`config.mk`:
```
export PLATFORM = sky130hd
export DESIGN_NAME = sa_dma_channel
export DESIGN_NICKNAME = d
export VERILOG_FILES = /design/src/hdl/sa_dma_channel.v /design/src/hdl/req_sync.v /design/src/hdl/word_fifo.v
export VERILOG_INCLUDE_DIRS = /design/src /design/src/include
export SDC_FILE = /design/constraint.sdc
export NUM_CORES = 1
export LEC_CHECK = 0
export ABC_AREA = 1
export BUFFER_PORTS_ARGS = -buffer_cell sky130_fd_sc_hd__buf_2
export CELL_PAD_IN_SITES_DETAIL_PLACEMENT = 1
export CELL_PAD_IN_SITES_GLOBAL_PLACEMENT = 1
export CORE_MARGIN = 3
export CORE_UTILIZATION = 50
export DETAILED_ROUTE_END_ITERATION = 10
export GPL_TIMING_DRIVEN = 0
export PLACE_DENSITY_LB_ADDON = 0.1
export SLEW_MARGIN = 20
export SYNTH_ARGS = -nofsm -noshare
export SYNTH_HDL_FRONTEND = slang
export SYNTH_HIERARCHICAL = 1
export SYNTH_SLANG_ARGS = --single-unit
export TNS_END_PERCENT = 10
```
`constraint.sdc`:
```
create_clock -name mclk -period 3.73 [get_ports mclk]
set_input_delay 0.1865 -clock mclk [delete_from_list [all_inputs] [get_ports mclk]]
set_output_delay 0.1865 -clock mclk [all_outputs]
set_load 0.005 [all_outputs]
```
`src/include/sa_dma_defines.vh`:
```
`ifndef SA_DMA_DEFINES_VH
`define SA_DMA_DEFINES_VH

// register offsets on the plain register port
`define OFS_MEM_ADDR     4'h0
`define OFS_PERIPH_LOW   4'h1
`define OFS_COUNT        4'h2
`define OFS_CONTROL      4'h3
`define OFS_STATUS       4'h4
`define OFS_RX_DATA      4'h5

// control register field positions
`define CTL_ENABLE       0
`define CTL_IRQ_EN       1
`define CTL_WORD         2
`define CTL_DEC          3
`define CTL_IDLE         4
`define CTL_SRC_LO       5
`define CTL_SRC_HI       7

// activation source codes
`define SRC_TMR0         3'h0
`define SRC_TMR1         3'h1
`define SRC_TMR2         3'h2
`define SRC_TMR3         3'h3
`define SRC_TX_EMPTY     3'h4
`define SRC_RX_FULL      3'h5
`define SRC_EXT          3'h6

// reset values
`define RST_MEM_ADDR     24'h000000
`define RST_PERIPH_LOW   8'h00
`define RST_COUNT        16'h0000
`define RST_CONTROL      8'h00

// fixed page for the peripheral address
`define PERIPH_PAGE      16'hffff

// staging fifo shape
`define FIFO_WIDTH       16
`define FIFO_DEPTH       16
`define FIFO_AW          4

`endif

```
`src/hdl/sa_dma_channel.v`:
```
`timescale 1ns/1ns
`default_nettype none
`include "sa_dma_defines.vh"

module sa_dma_channel (
  input  wire        mclk,
  input  wire        rst_b,
  input  wire        ce,
  // register port
  input  wire [3:0]  reg_addr,
  input  wire [31:0] reg_wdata,
  input  wire        reg_wr,
  input  wire        reg_rd,
  output reg  [31:0] reg_rdata,
  // activation sources
  input  wire [3:0]  timer_unit_req,
  input  wire        serial_unit_tx_empty,
  input  wire        serial_unit_rx_full,
  input  wire        ext_req,
  // system bus master
  output reg  [23:0] bus_addr,
  output reg         bus_rd,
  output reg         bus_wr,
  output reg         bus_word,
  output reg  [15:0] bus_wdata,
  input  wire [15:0] bus_rdata,
  input  wire        bus_done,
  // completion interrupt level
  output reg         irq
);

  // one-hot sequencer states
  localparam [4:0] ST_IDLE  = 5'h01;
  localparam [4:0] ST_READ  = 5'h02;
  localparam [4:0] ST_PUSH  = 5'h04;
  localparam [4:0] ST_WRITE = 5'h08;
  localparam [4:0] ST_STEP  = 5'h10;

  // software-visible registers and sequencer state
  reg [23:0] memory_address_r;
  reg [7:0]  fixed_peripheral_address_low_r;
  reg [15:0] transfer_count_r;
  reg [7:0]  transfer_control_register_r;
  reg [4:0]  state_r;
  reg [4:0]  state_nxt;
  reg        rx_dir_r;
  reg        pend_r;
  reg        done_r;
  reg [15:0] ovr_cnt_r;
  reg [15:0] bus_rdata_r;

  // control register fields
  wire transfer_enable_bit   = transfer_control_register_r[`CTL_ENABLE];
  wire completion_irq_enable = transfer_control_register_r[`CTL_IRQ_EN];
  wire size_word             = transfer_control_register_r[`CTL_WORD];
  wire step_down             = transfer_control_register_r[`CTL_DEC];
  wire idle_mode             = transfer_control_register_r[`CTL_IDLE];
  wire [2:0] src_sel = transfer_control_register_r[`CTL_SRC_HI:`CTL_SRC_LO];

  // edge pulses for each of the seven request lines
  wire [6:0] req_lvl = {ext_req, serial_unit_rx_full, serial_unit_tx_empty, timer_unit_req};
  wire [6:0] req_pls;

  genvar gi;
  generate
    for (gi = 0; gi < 7; gi = gi + 1) begin : g_req
      req_edge u_edge (
        .mclk  (mclk),
        .rst_b (rst_b),
        .ce    (ce),
        .level (req_lvl[gi]),
        .pulse (req_pls[gi])
      );
    end
  endgenerate

  // selected source; the spare code never fires
  reg src_hit;
  always @* begin
    case (src_sel)
      `SRC_TMR0:     src_hit = req_pls[0];
      `SRC_TMR1:     src_hit = req_pls[1];
      `SRC_TMR2:     src_hit = req_pls[2];
      `SRC_TMR3:     src_hit = req_pls[3];
      `SRC_TX_EMPTY: src_hit = req_pls[4];
      `SRC_RX_FULL:  src_hit = req_pls[5];
      `SRC_EXT:      src_hit = req_pls[6];
      default:       src_hit = 1'b0;
    endcase
  end

  // staging fifo sits between bus read and bus write
  wire        fifo_in_ready;
  wire        fifo_out_valid;
  wire [15:0] fifo_out_data;
  wire        fifo_push = (state_r == ST_PUSH);
  wire        fifo_pop  = (state_r == ST_WRITE) && bus_done;

  word_fifo #(
    .WIDTH (`FIFO_WIDTH),
    .DEPTH (`FIFO_DEPTH),
    .AW    (`FIFO_AW)
  ) u_fifo (
    .mclk      (mclk),
    .rst_b     (rst_b),
    .ce        (ce),
    .in_valid  (fifo_push),
    .in_ready  (fifo_in_ready),
    .in_data   (bus_rdata_r),
    .out_valid (fifo_out_valid),
    .out_ready (fifo_pop),
    .out_data  (fifo_out_data)
  );

  // addresses of the current transfer
  wire [23:0] periph_addr = {`PERIPH_PAGE, fixed_peripheral_address_low_r};

  // direction of a starting transfer comes straight from the source select;
  // the latched copy lags one edge and would reuse the previous job's way
  reg        rx_dir_now;
  reg [23:0] src_addr;
  reg [23:0] dst_addr;
  always @* begin
    rx_dir_now = rx_dir_r;
    if (state_r == ST_IDLE) begin
      rx_dir_now = (src_sel == `SRC_RX_FULL);
    end
    if (rx_dir_now) begin
      src_addr = periph_addr;
      dst_addr = memory_address_r;
    end else begin
      src_addr = memory_address_r;
      dst_addr = periph_addr;
    end
  end

  // memory step: 1 or 2, up or down
  reg [23:0] step_mag;
  reg [23:0] addr_stepped;
  always @* begin
    step_mag = 24'h000001;
    if (size_word) begin
      step_mag = 24'h000002;
    end
    if (step_down) begin
      addr_stepped = memory_address_r - step_mag;
    end else begin
      addr_stepped = memory_address_r + step_mag;
    end
  end

  // count after this transfer; zero start wraps to ffff so 65,536 run
  wire [15:0] count_next = transfer_count_r - 16'h0001;
  wire        last_xfer  = (count_next == 16'h0000);

  // sequencer: read source, stage, write destination, step
  always @* begin
    state_nxt = state_r;
    case (state_r)
      ST_IDLE: begin
        if (pend_r && transfer_enable_bit) begin
          state_nxt = ST_READ;
        end
      end
      ST_READ: begin
        if (bus_done) begin
          state_nxt = ST_PUSH;
        end
      end
      ST_PUSH: begin
        if (fifo_in_ready) begin
          state_nxt = ST_WRITE;
        end
      end
      ST_WRITE: begin
        if (bus_done) begin
          state_nxt = ST_STEP;
        end
      end
      ST_STEP: begin
        state_nxt = ST_IDLE;
      end
      default: begin
        state_nxt = ST_IDLE;
      end
    endcase
  end

  // state register and pending request latch
  always @(posedge mclk or negedge rst_b) begin
    if (!rst_b) begin
      state_r   <= ST_IDLE;
      pend_r    <= 1'b0;
      rx_dir_r  <= 1'b0;
      ovr_cnt_r <= 16'h0000;
    end else if (ce) begin
      state_r <= state_nxt;
      // one request held; extra ones while busy are counted, not queued
      if (state_r == ST_IDLE && pend_r && transfer_enable_bit) begin
        pend_r   <= src_hit; // set wins over the take
        rx_dir_r <= (src_sel == `SRC_RX_FULL);
      end else if (src_hit && transfer_enable_bit) begin
        if (pend_r) begin
          ovr_cnt_r <= ovr_cnt_r + 16'h0001;
        end
        pend_r <= 1'b1;
      end else if (!transfer_enable_bit) begin
        pend_r <= 1'b0;
      end
    end
  end

  // bus master outputs, all registered
  always @(posedge mclk or negedge rst_b) begin
    if (!rst_b) begin
      bus_addr    <= 24'h000000;
      bus_rd      <= 1'b0;
      bus_wr      <= 1'b0;
      bus_word    <= 1'b0;
      bus_wdata   <= 16'h0000;
      bus_rdata_r <= 16'h0000;
    end else if (ce) begin
      bus_rd   <= (state_nxt == ST_READ);
      bus_wr   <= (state_nxt == ST_WRITE);
      bus_word <= size_word;
      if (state_nxt == ST_READ) begin
        bus_addr <= src_addr;
      end else if (state_nxt == ST_WRITE) begin
        bus_addr  <= dst_addr;
        bus_wdata <= fifo_out_valid ? fifo_out_data : bus_rdata_r;
      end
      if (state_r == ST_READ && bus_done) begin
        bus_rdata_r <= bus_rdata;
      end
    end
  end

  // software registers and the per-transfer bookkeeping
  always @(posedge mclk or negedge rst_b) begin
    if (!rst_b) begin
      memory_address_r               <= `RST_MEM_ADDR;
      fixed_peripheral_address_low_r <= `RST_PERIPH_LOW;
      transfer_count_r               <= `RST_COUNT;
      transfer_control_register_r    <= `RST_CONTROL;
      done_r                         <= 1'b0;
    end else if (ce) begin
      if (reg_wr) begin
        case (reg_addr)
          `OFS_MEM_ADDR: begin
            memory_address_r <= reg_wdata[23:0];
          end
          `OFS_PERIPH_LOW: begin
            fixed_peripheral_address_low_r <= reg_wdata[7:0];
          end
          `OFS_COUNT: begin
            transfer_count_r <= reg_wdata[15:0];
          end
          `OFS_CONTROL: begin
            transfer_control_register_r <= reg_wdata[7:0];
          end
          `OFS_STATUS: begin
            // write one to bit 0 drops the completion flag
            if (reg_wdata[0]) begin
              done_r <= 1'b0;
            end
          end
          default: begin
          end
        endcase
      end
      // transfer finished: step address, count down, maybe end
      if (state_r == ST_STEP) begin
        transfer_count_r <= count_next;
        if (!idle_mode) begin
          memory_address_r <= addr_stepped;
        end // idle mode leaves both addresses alone
        if (last_xfer) begin
          // hardware clear beats a same-cycle software write
          transfer_control_register_r[`CTL_ENABLE] <= 1'b0;
          done_r <= 1'b1; // set wins over the status clear above
        end
      end
    end
  end

  // interrupt level follows the done flag; idle mode always interrupts,
  // I/O mode only when completion interrupts are enabled
  always @(posedge mclk or negedge rst_b) begin
    if (!rst_b) begin
      irq <= 1'b0;
    end else if (ce) begin
      irq <= done_r & (idle_mode | completion_irq_enable);
    end
  end

  // read mux; data appear the cycle after the strobe
  always @(posedge mclk or negedge rst_b) begin
    if (!rst_b) begin
      reg_rdata <= 32'h00000000;
    end else if (ce) begin
      if (reg_rd) begin
        case (reg_addr)
          `OFS_MEM_ADDR: begin
            reg_rdata <= {8'h00, memory_address_r};
          end
          `OFS_PERIPH_LOW: begin
            reg_rdata <= {24'h000000, fixed_peripheral_address_low_r};
          end
          `OFS_COUNT: begin
            reg_rdata <= {16'h0000, transfer_count_r};
          end
          `OFS_CONTROL: begin
            reg_rdata <= {24'h000000, transfer_control_register_r};
          end
          `OFS_STATUS: begin
            // overrun count, one-hot state, pending and done flags
            reg_rdata <= {ovr_cnt_r, 3'h0, state_r, 6'h00, pend_r, done_r};
          end
          `OFS_RX_DATA: begin
            reg_rdata <= {16'h0000, bus_rdata_r};
          end
          default: begin
            reg_rdata <= 32'h00000000;
          end
        endcase
      end else begin
        reg_rdata <= 32'h00000000;
      end
    end
  end

endmodule // sa_dma_channel

`default_nettype wire

```
`src/hdl/req_sync.v`:
```
`timescale 1ns/1ns
`default_nettype none

// rising-edge detector for a request line, one pulse per edge
module req_edge (
  input  wire mclk,
  input  wire rst_b,
  input  wire ce,
  input  wire level,
  output wire pulse
);

  reg prev_r;

  // remember last level so a held line counts once
  always @(posedge mclk or negedge rst_b) begin
    if (!rst_b) begin
      prev_r <= 1'b0;
    end else if (ce) begin
      prev_r <= level;
    end
  end

  assign pulse = level & ~prev_r;

endmodule // req_edge

`default_nettype wire

```
`src/hdl/word_fifo.v`:
```
`timescale 1ns/1ns
`default_nettype none

// small synchronous fifo, valid/ready on both sides
module word_fifo #(
  parameter WIDTH = 16,
  parameter DEPTH = 16,
  parameter AW    = 4
) (
  input  wire             mclk,
  input  wire             rst_b,
  input  wire             ce,
  input  wire             in_valid,
  output wire             in_ready,
  input  wire [WIDTH-1:0] in_data,
  output wire             out_valid,
  input  wire             out_ready,
  output wire [WIDTH-1:0] out_data
);

  reg [WIDTH-1:0] mem [0:DEPTH-1];
  reg [AW-1:0]    wr_r;
  reg [AW-1:0]    rd_r;
  reg [AW:0]      fill_r;

  wire push = in_valid & in_ready;
  wire pop  = out_valid & out_ready;

  assign in_ready  = (fill_r != DEPTH[AW:0]);
  assign out_valid = (fill_r != {(AW+1){1'b0}});
  assign out_data  = mem[rd_r];

  // storage has no reset, only pointers and fill level do
  always @(posedge mclk) begin
    if (ce && push) begin
      mem[wr_r] <= in_data;
    end
  end

  // pointers and fill level
  always @(posedge mclk or negedge rst_b) begin
    if (!rst_b) begin
      wr_r   <= {AW{1'b0}};
      rd_r   <= {AW{1'b0}};
      fill_r <= {(AW+1){1'b0}};
    end else if (ce) begin
      if (push) begin
        wr_r <= wr_r + 1'b1;
      end
      if (pop) begin
        rd_r <= rd_r + 1'b1;
      end
      if (push && !pop) begin
        fill_r <= fill_r + 1'b1;
      end else if (pop && !push) begin
        fill_r <= fill_r - 1'b1;
      end
    end
  end

endmodule // word_fifo

`default_nettype wire

```
==> metrics.txt <==
share of the cycle needed by the critical path after routing=0.847; Die W=219 um; Worst Hold Class=input pin to flip-flop; final setup violation count=0; classification of the worst setup path=flip-flop to flip-flop; sequential cell area fraction in the yosys report=0.551; detailed-route wire length per cell=23.2 um; first-pass GRT wire length=around 120000 um; number of warnings printed during yosys synthesis=6; library cell occupying the most area in the post-synthesis netlist=sky130_fd_sc_hd__edfxtp_1; cell chosen for the clock root=sky130_fd_sc_hd__clkbuf_16; maximum capacitance violations=0; switching power total=0.00401 W; hold bufs inserted after CTS=39; area share of the largest cell type after synthesis=0.339; proportion of power drawn by flip-flops and latches=0.471; fraction of layout cells with a size suffix above 1=0.113; First-pass DRT Iterations=5; synthesis-stage register bit count=448; Final Hold Violating Endpoints=0; leakage power=12.3 nW; antenna violations before repair=3; GR met1 Demand/Resource=0.417; unrepaired setup endpoints after global routing=no; number of H-tree levels=2; number of routed nets with antenna violations=0; met3 GRT Util=0.0465; combinational power share=0.173; CTS sink cnt=between 400 and 500; total I/O pin count=141; overall fraction of global-route tracks in use=0.343; number of flops mapped to enable cells by yosys=256; startpoint kind of the worst setup timing path=flip-flop; Tot Pwr=0.0130 W; number of buffers between clock root and the deepest sink=3; aggregate routed wire length=81800 um; RePlAce Congestion=0.934; number of nets in the layout=3003; met2 Resource Use GR=0.598; outcome=completed; global routing's busiest layer=met2; Detailed Place HPWL=60000 um; drc violations=0; final clock skew=15.7 ps; DIE HEIGHT=219 um; fraction of synthesis flops using an asynchronous set or reset pin=0.429; number of port buffers=~130; final core utilization=0.589; mean number of vias per cell=5.66; Sum Neg Setup Slack=0 ps; slew of the pin with the lowest slew margin=1090 ps; flip-flop cell with the highest count after synthesis=sky130_fd_sc_hd__edfxtp_1; area of the die=between 40000 and 50000 um2; CTS-repair resized insts=0; required time at the worst-slack endpoint=4200 ps; Crit path arrival time=3630 ps; VDD IR max=312 uV; Post-Synthesis Cells=2667; Critical Path Sink Type=flip-flop; overall overflow remaining after global route=0; via count of the first global-routing pass=21100; via count=20000; clock group share of total power=0.357; Power Internal=0.00898 W; number of buffers created by CTS=48; core area=44500 um2; headroom to the max-slew limit=0.276; power density cells=a little under 500 nW/um2; clock transition at the registers of the reported paths=60 ps; CTS tree=built; later-pin clock latency in the skew report=590 ps; leading cell types by total area after synthesis=sky130_fd_sc_hd__edfxtp_1 (34%), sky130_fd_sc_hd__dfrtp_1 (21%), sky130_fd_sc_hd__nand2_1 (14%); cell area after technology mapping=22700 um2; average cell area after synthesis=between 8 and 9 um2; Tmin final=3160 ps; initial cell density of the core=0.509; Max Fanout on Critical Path=24; area after detailed placement=24300 um2; distinct cell type count of the synthesized netlist=51; post-synthesis net count=roughly 2800; area added between synthesis and finish=15.7%; post-route standard cell area excluding fillers=26200 um2; post-CTS setup buffer count=0; top achievable clock speed=0.317 GHz; number of DRC violations after detailed-routing iteration 0=1534; maximum number of pins on one net before global-route repair=95; Final Max Slew Viols=0; Site Rows=77; switching power share of the total=0.309
==> synth_stat cells, types with 4 or more instances <==
| cell | instances |
|---|---|
| sky130_fd_sc_hd__nor2_1 | 137 |
| sky130_fd_sc_hd__clkbuf_1 | 36 |
| sky130_fd_sc_hd__inv_1 | 391 |
| sky130_fd_sc_hd__nor3_1 | 10 |
| sky130_fd_sc_hd__buf_2 | 38 |
| sky130_fd_sc_hd__inv_2 | 10 |
| sky130_fd_sc_hd__ha_1 | 35 |
| sky130_fd_sc_hd__o211ai_1 | 11 |
| sky130_fd_sc_hd__a21oi_1 | 81 |
| sky130_fd_sc_hd__xor2_1 | 21 |
| sky130_fd_sc_hd__xnor2_1 | 4 |
| sky130_fd_sc_hd__a22oi_1 | 4 |
| sky130_fd_sc_hd__o21ai_1 | 12 |
| sky130_fd_sc_hd__buf_6 | 16 |
| sky130_fd_sc_hd__nor2_2 | 12 |
| sky130_fd_sc_hd__o21ai_0 | 134 |
| sky130_fd_sc_hd__edfxtp_1 | 256 |
| sky130_fd_sc_hd__o31ai_1 | 9 |
| sky130_fd_sc_hd__nand2_2 | 5 |
| sky130_fd_sc_hd__o22ai_1 | 41 |
| sky130_fd_sc_hd__buf_4 | 7 |
| sky130_fd_sc_hd__nand2_1 | 828 |
| sky130_fd_sc_hd__a221oi_1 | 5 |
| sky130_fd_sc_hd__nand3_1 | 295 |
| sky130_fd_sc_hd__a211oi_1 | 6 |
| sky130_fd_sc_hd__nand4_1 | 19 |
| sky130_fd_sc_hd__a31oi_1 | 15 |
| sky130_fd_sc_hd__buf_1 | 7 |
| sky130_fd_sc_hd__dfrtp_1 | 191 |
==> stage by stage <==
step	setup slack [ps]	hold slack, ps	instances
2_1_floorplan	1520	-109	2667
3_3_place_gp	-878	407	3390
3_5_place_dp	568	116	3404
4_1_cts	558	7.00	3531
5_1_grt	384	35.9	3532
6_report	572	24.2	3532
==> critical path, cell delays in order (launching register included) <==
cell and delay [ps]:
sky130_fd_sc_hd__dfrtp_1 1040, sky130_fd_sc_hd__inv_1 150, sky130_fd_sc_hd__nor2_1 360, sky130_fd_sc_hd__fa_1 310
sky130_fd_sc_hd__nand2_1 100, sky130_fd_sc_hd__nand2_1 110, sky130_fd_sc_hd__nand3_1 80, sky130_fd_sc_hd__nand2_1 200
sky130_fd_sc_hd__nand2_1 90, sky130_fd_sc_hd__nand2_1 160, sky130_fd_sc_hd__nand2_1 100, sky130_fd_sc_hd__nand3_1 80
sky130_fd_sc_hd__nand3_1 90, sky130_fd_sc_hd__nand3_1 120, sky130_fd_sc_hd__nand2_1 70
==> power by group through the flow <==
| stage | Sequential [W] | Clock [W] | Combinational (W) |
|---|---|---|---|
| 3_5_place_dp | 0.00620 | 0 | 0.00216 |
| 3_3_place_gp | 0.00617 | 0 | 0.00207 |
| 6_report | 0.00611 | 0.00463 | 0.00224 |
| 4_1_cts | 0.00611 | 0.00467 | 0.00222 |
| 2_1_floorplan | 0.00599 | 0 | 0.00137 |
| 5_1_grt | 0.00615 | 0.00488 | 0.00249 |
==> flip-flops by register name (all words and copies together), names as in the netlist, 4 cells and up <==
register / cells
bus_addr: 24
transfer_control_register_r: 8
u_fifo/wr_r: 4
fixed_peripheral_address_low_r: 8
bus_wdata: 16
bus_rdata_r: 16
u_fifo/fill_r: 5
memory_address_r: 24
ovr_cnt_r: 16
u_fifo/mem: 256
reg_rdata: 32
state_r: 5
u_fifo/rd_r: 4
g_req.u_edge/prev_r: 7
transfer_count_r: 16
==> cell type report <==
cell class	instances	area, um2
fill	5354	18300
timing repair buffer	184	1270
multi-input combinational	1710	8100
inverter	403	1520
clock buffer	68	1320
tap	592	741
clock inverter	20	171
antenna	1	2.50
buffer	106	604
sequential	448	12500
==> kinds of logic (layout without fill, tap and decap cells) <==
| group | after synthesis | count (layout) | share of synthesized area |
|---|---|---|---|
| compound gates | 325 | 325 | 0.0803 |
| fa+ha+maj | 37 | 37 | 0.0211 |
| flops | 448 | 448 | 0.551 |
| other cells | 0 | 1 | 0 |
| simple gates | 1322 | 1322 | 0.243 |
| xor+xnor | 26 | 26 | 0.0109 |
| buf+inv | 509 | 781 | 0.0935 |
==> metal layers <==
| metal | vias to the layer above | wire length [um] |
|---|---|---|
| met1 | 9919 | 32000 |
| met2 | 721 | 40600 |
| met3 | 229 | 4640 |
| met5 | - | 27 |
| met4 | 4 | 4630 |
| li1 | 9127 | - |
==> placed cells by master (no fill, tap or decap), drive strengths merged, types with 2 or more instances in the layout <==
| cell type | count |
|---|---|
| a211oi | 6 |
| nand3 | 295 |
| xnor2 | 4 |
| clkinv | 14 |
| o21ai | 148 |
| dlygate4sd3 | 39 |
| a31oi | 15 |
| clkinvlp | 4 |
| fa | 2 |
| bufinv | 2 |
| o22ai | 41 |
| a21oi | 81 |
| o211ai | 11 |
| clkbuf | 105 |
| nand2 | 833 |
| inv | 403 |
| o21bai | 3 |
| a221oi | 5 |
| ha | 35 |
| a22oi | 4 |
| buf | 214 |
| nand4 | 20 |
| dfrtp | 191 |
| nor4 | 3 |
| edfxtp | 256 |
| nand3b | 2 |
| or2 | 3 |
| o31ai | 9 |
| xor2 | 22 |
| nor2 | 152 |
| nor3 | 11 |
==> worst paths after layout <==
kind                                                     start              endpoint  slack (ps)  depth (start not counted)
worst min register to register                   reg_rdata[20]         reg_rdata[20]         480                          2
min in group asynchronous                                rst_b         reg_rdata[30]          90                          2
worst max register to register  transfer_control_register_r[3]  memory_address_r[12]         570                         14
max in group asynchronous                                rst_b            state_r[0]        2490                          4
worst max-delay path            transfer_control_register_r[3]  memory_address_r[12]         570                         14
worst min-delay path                             reg_wdata[19]  memory_address_r[19]          20                          5
Power figures use the tool's default switching activity.
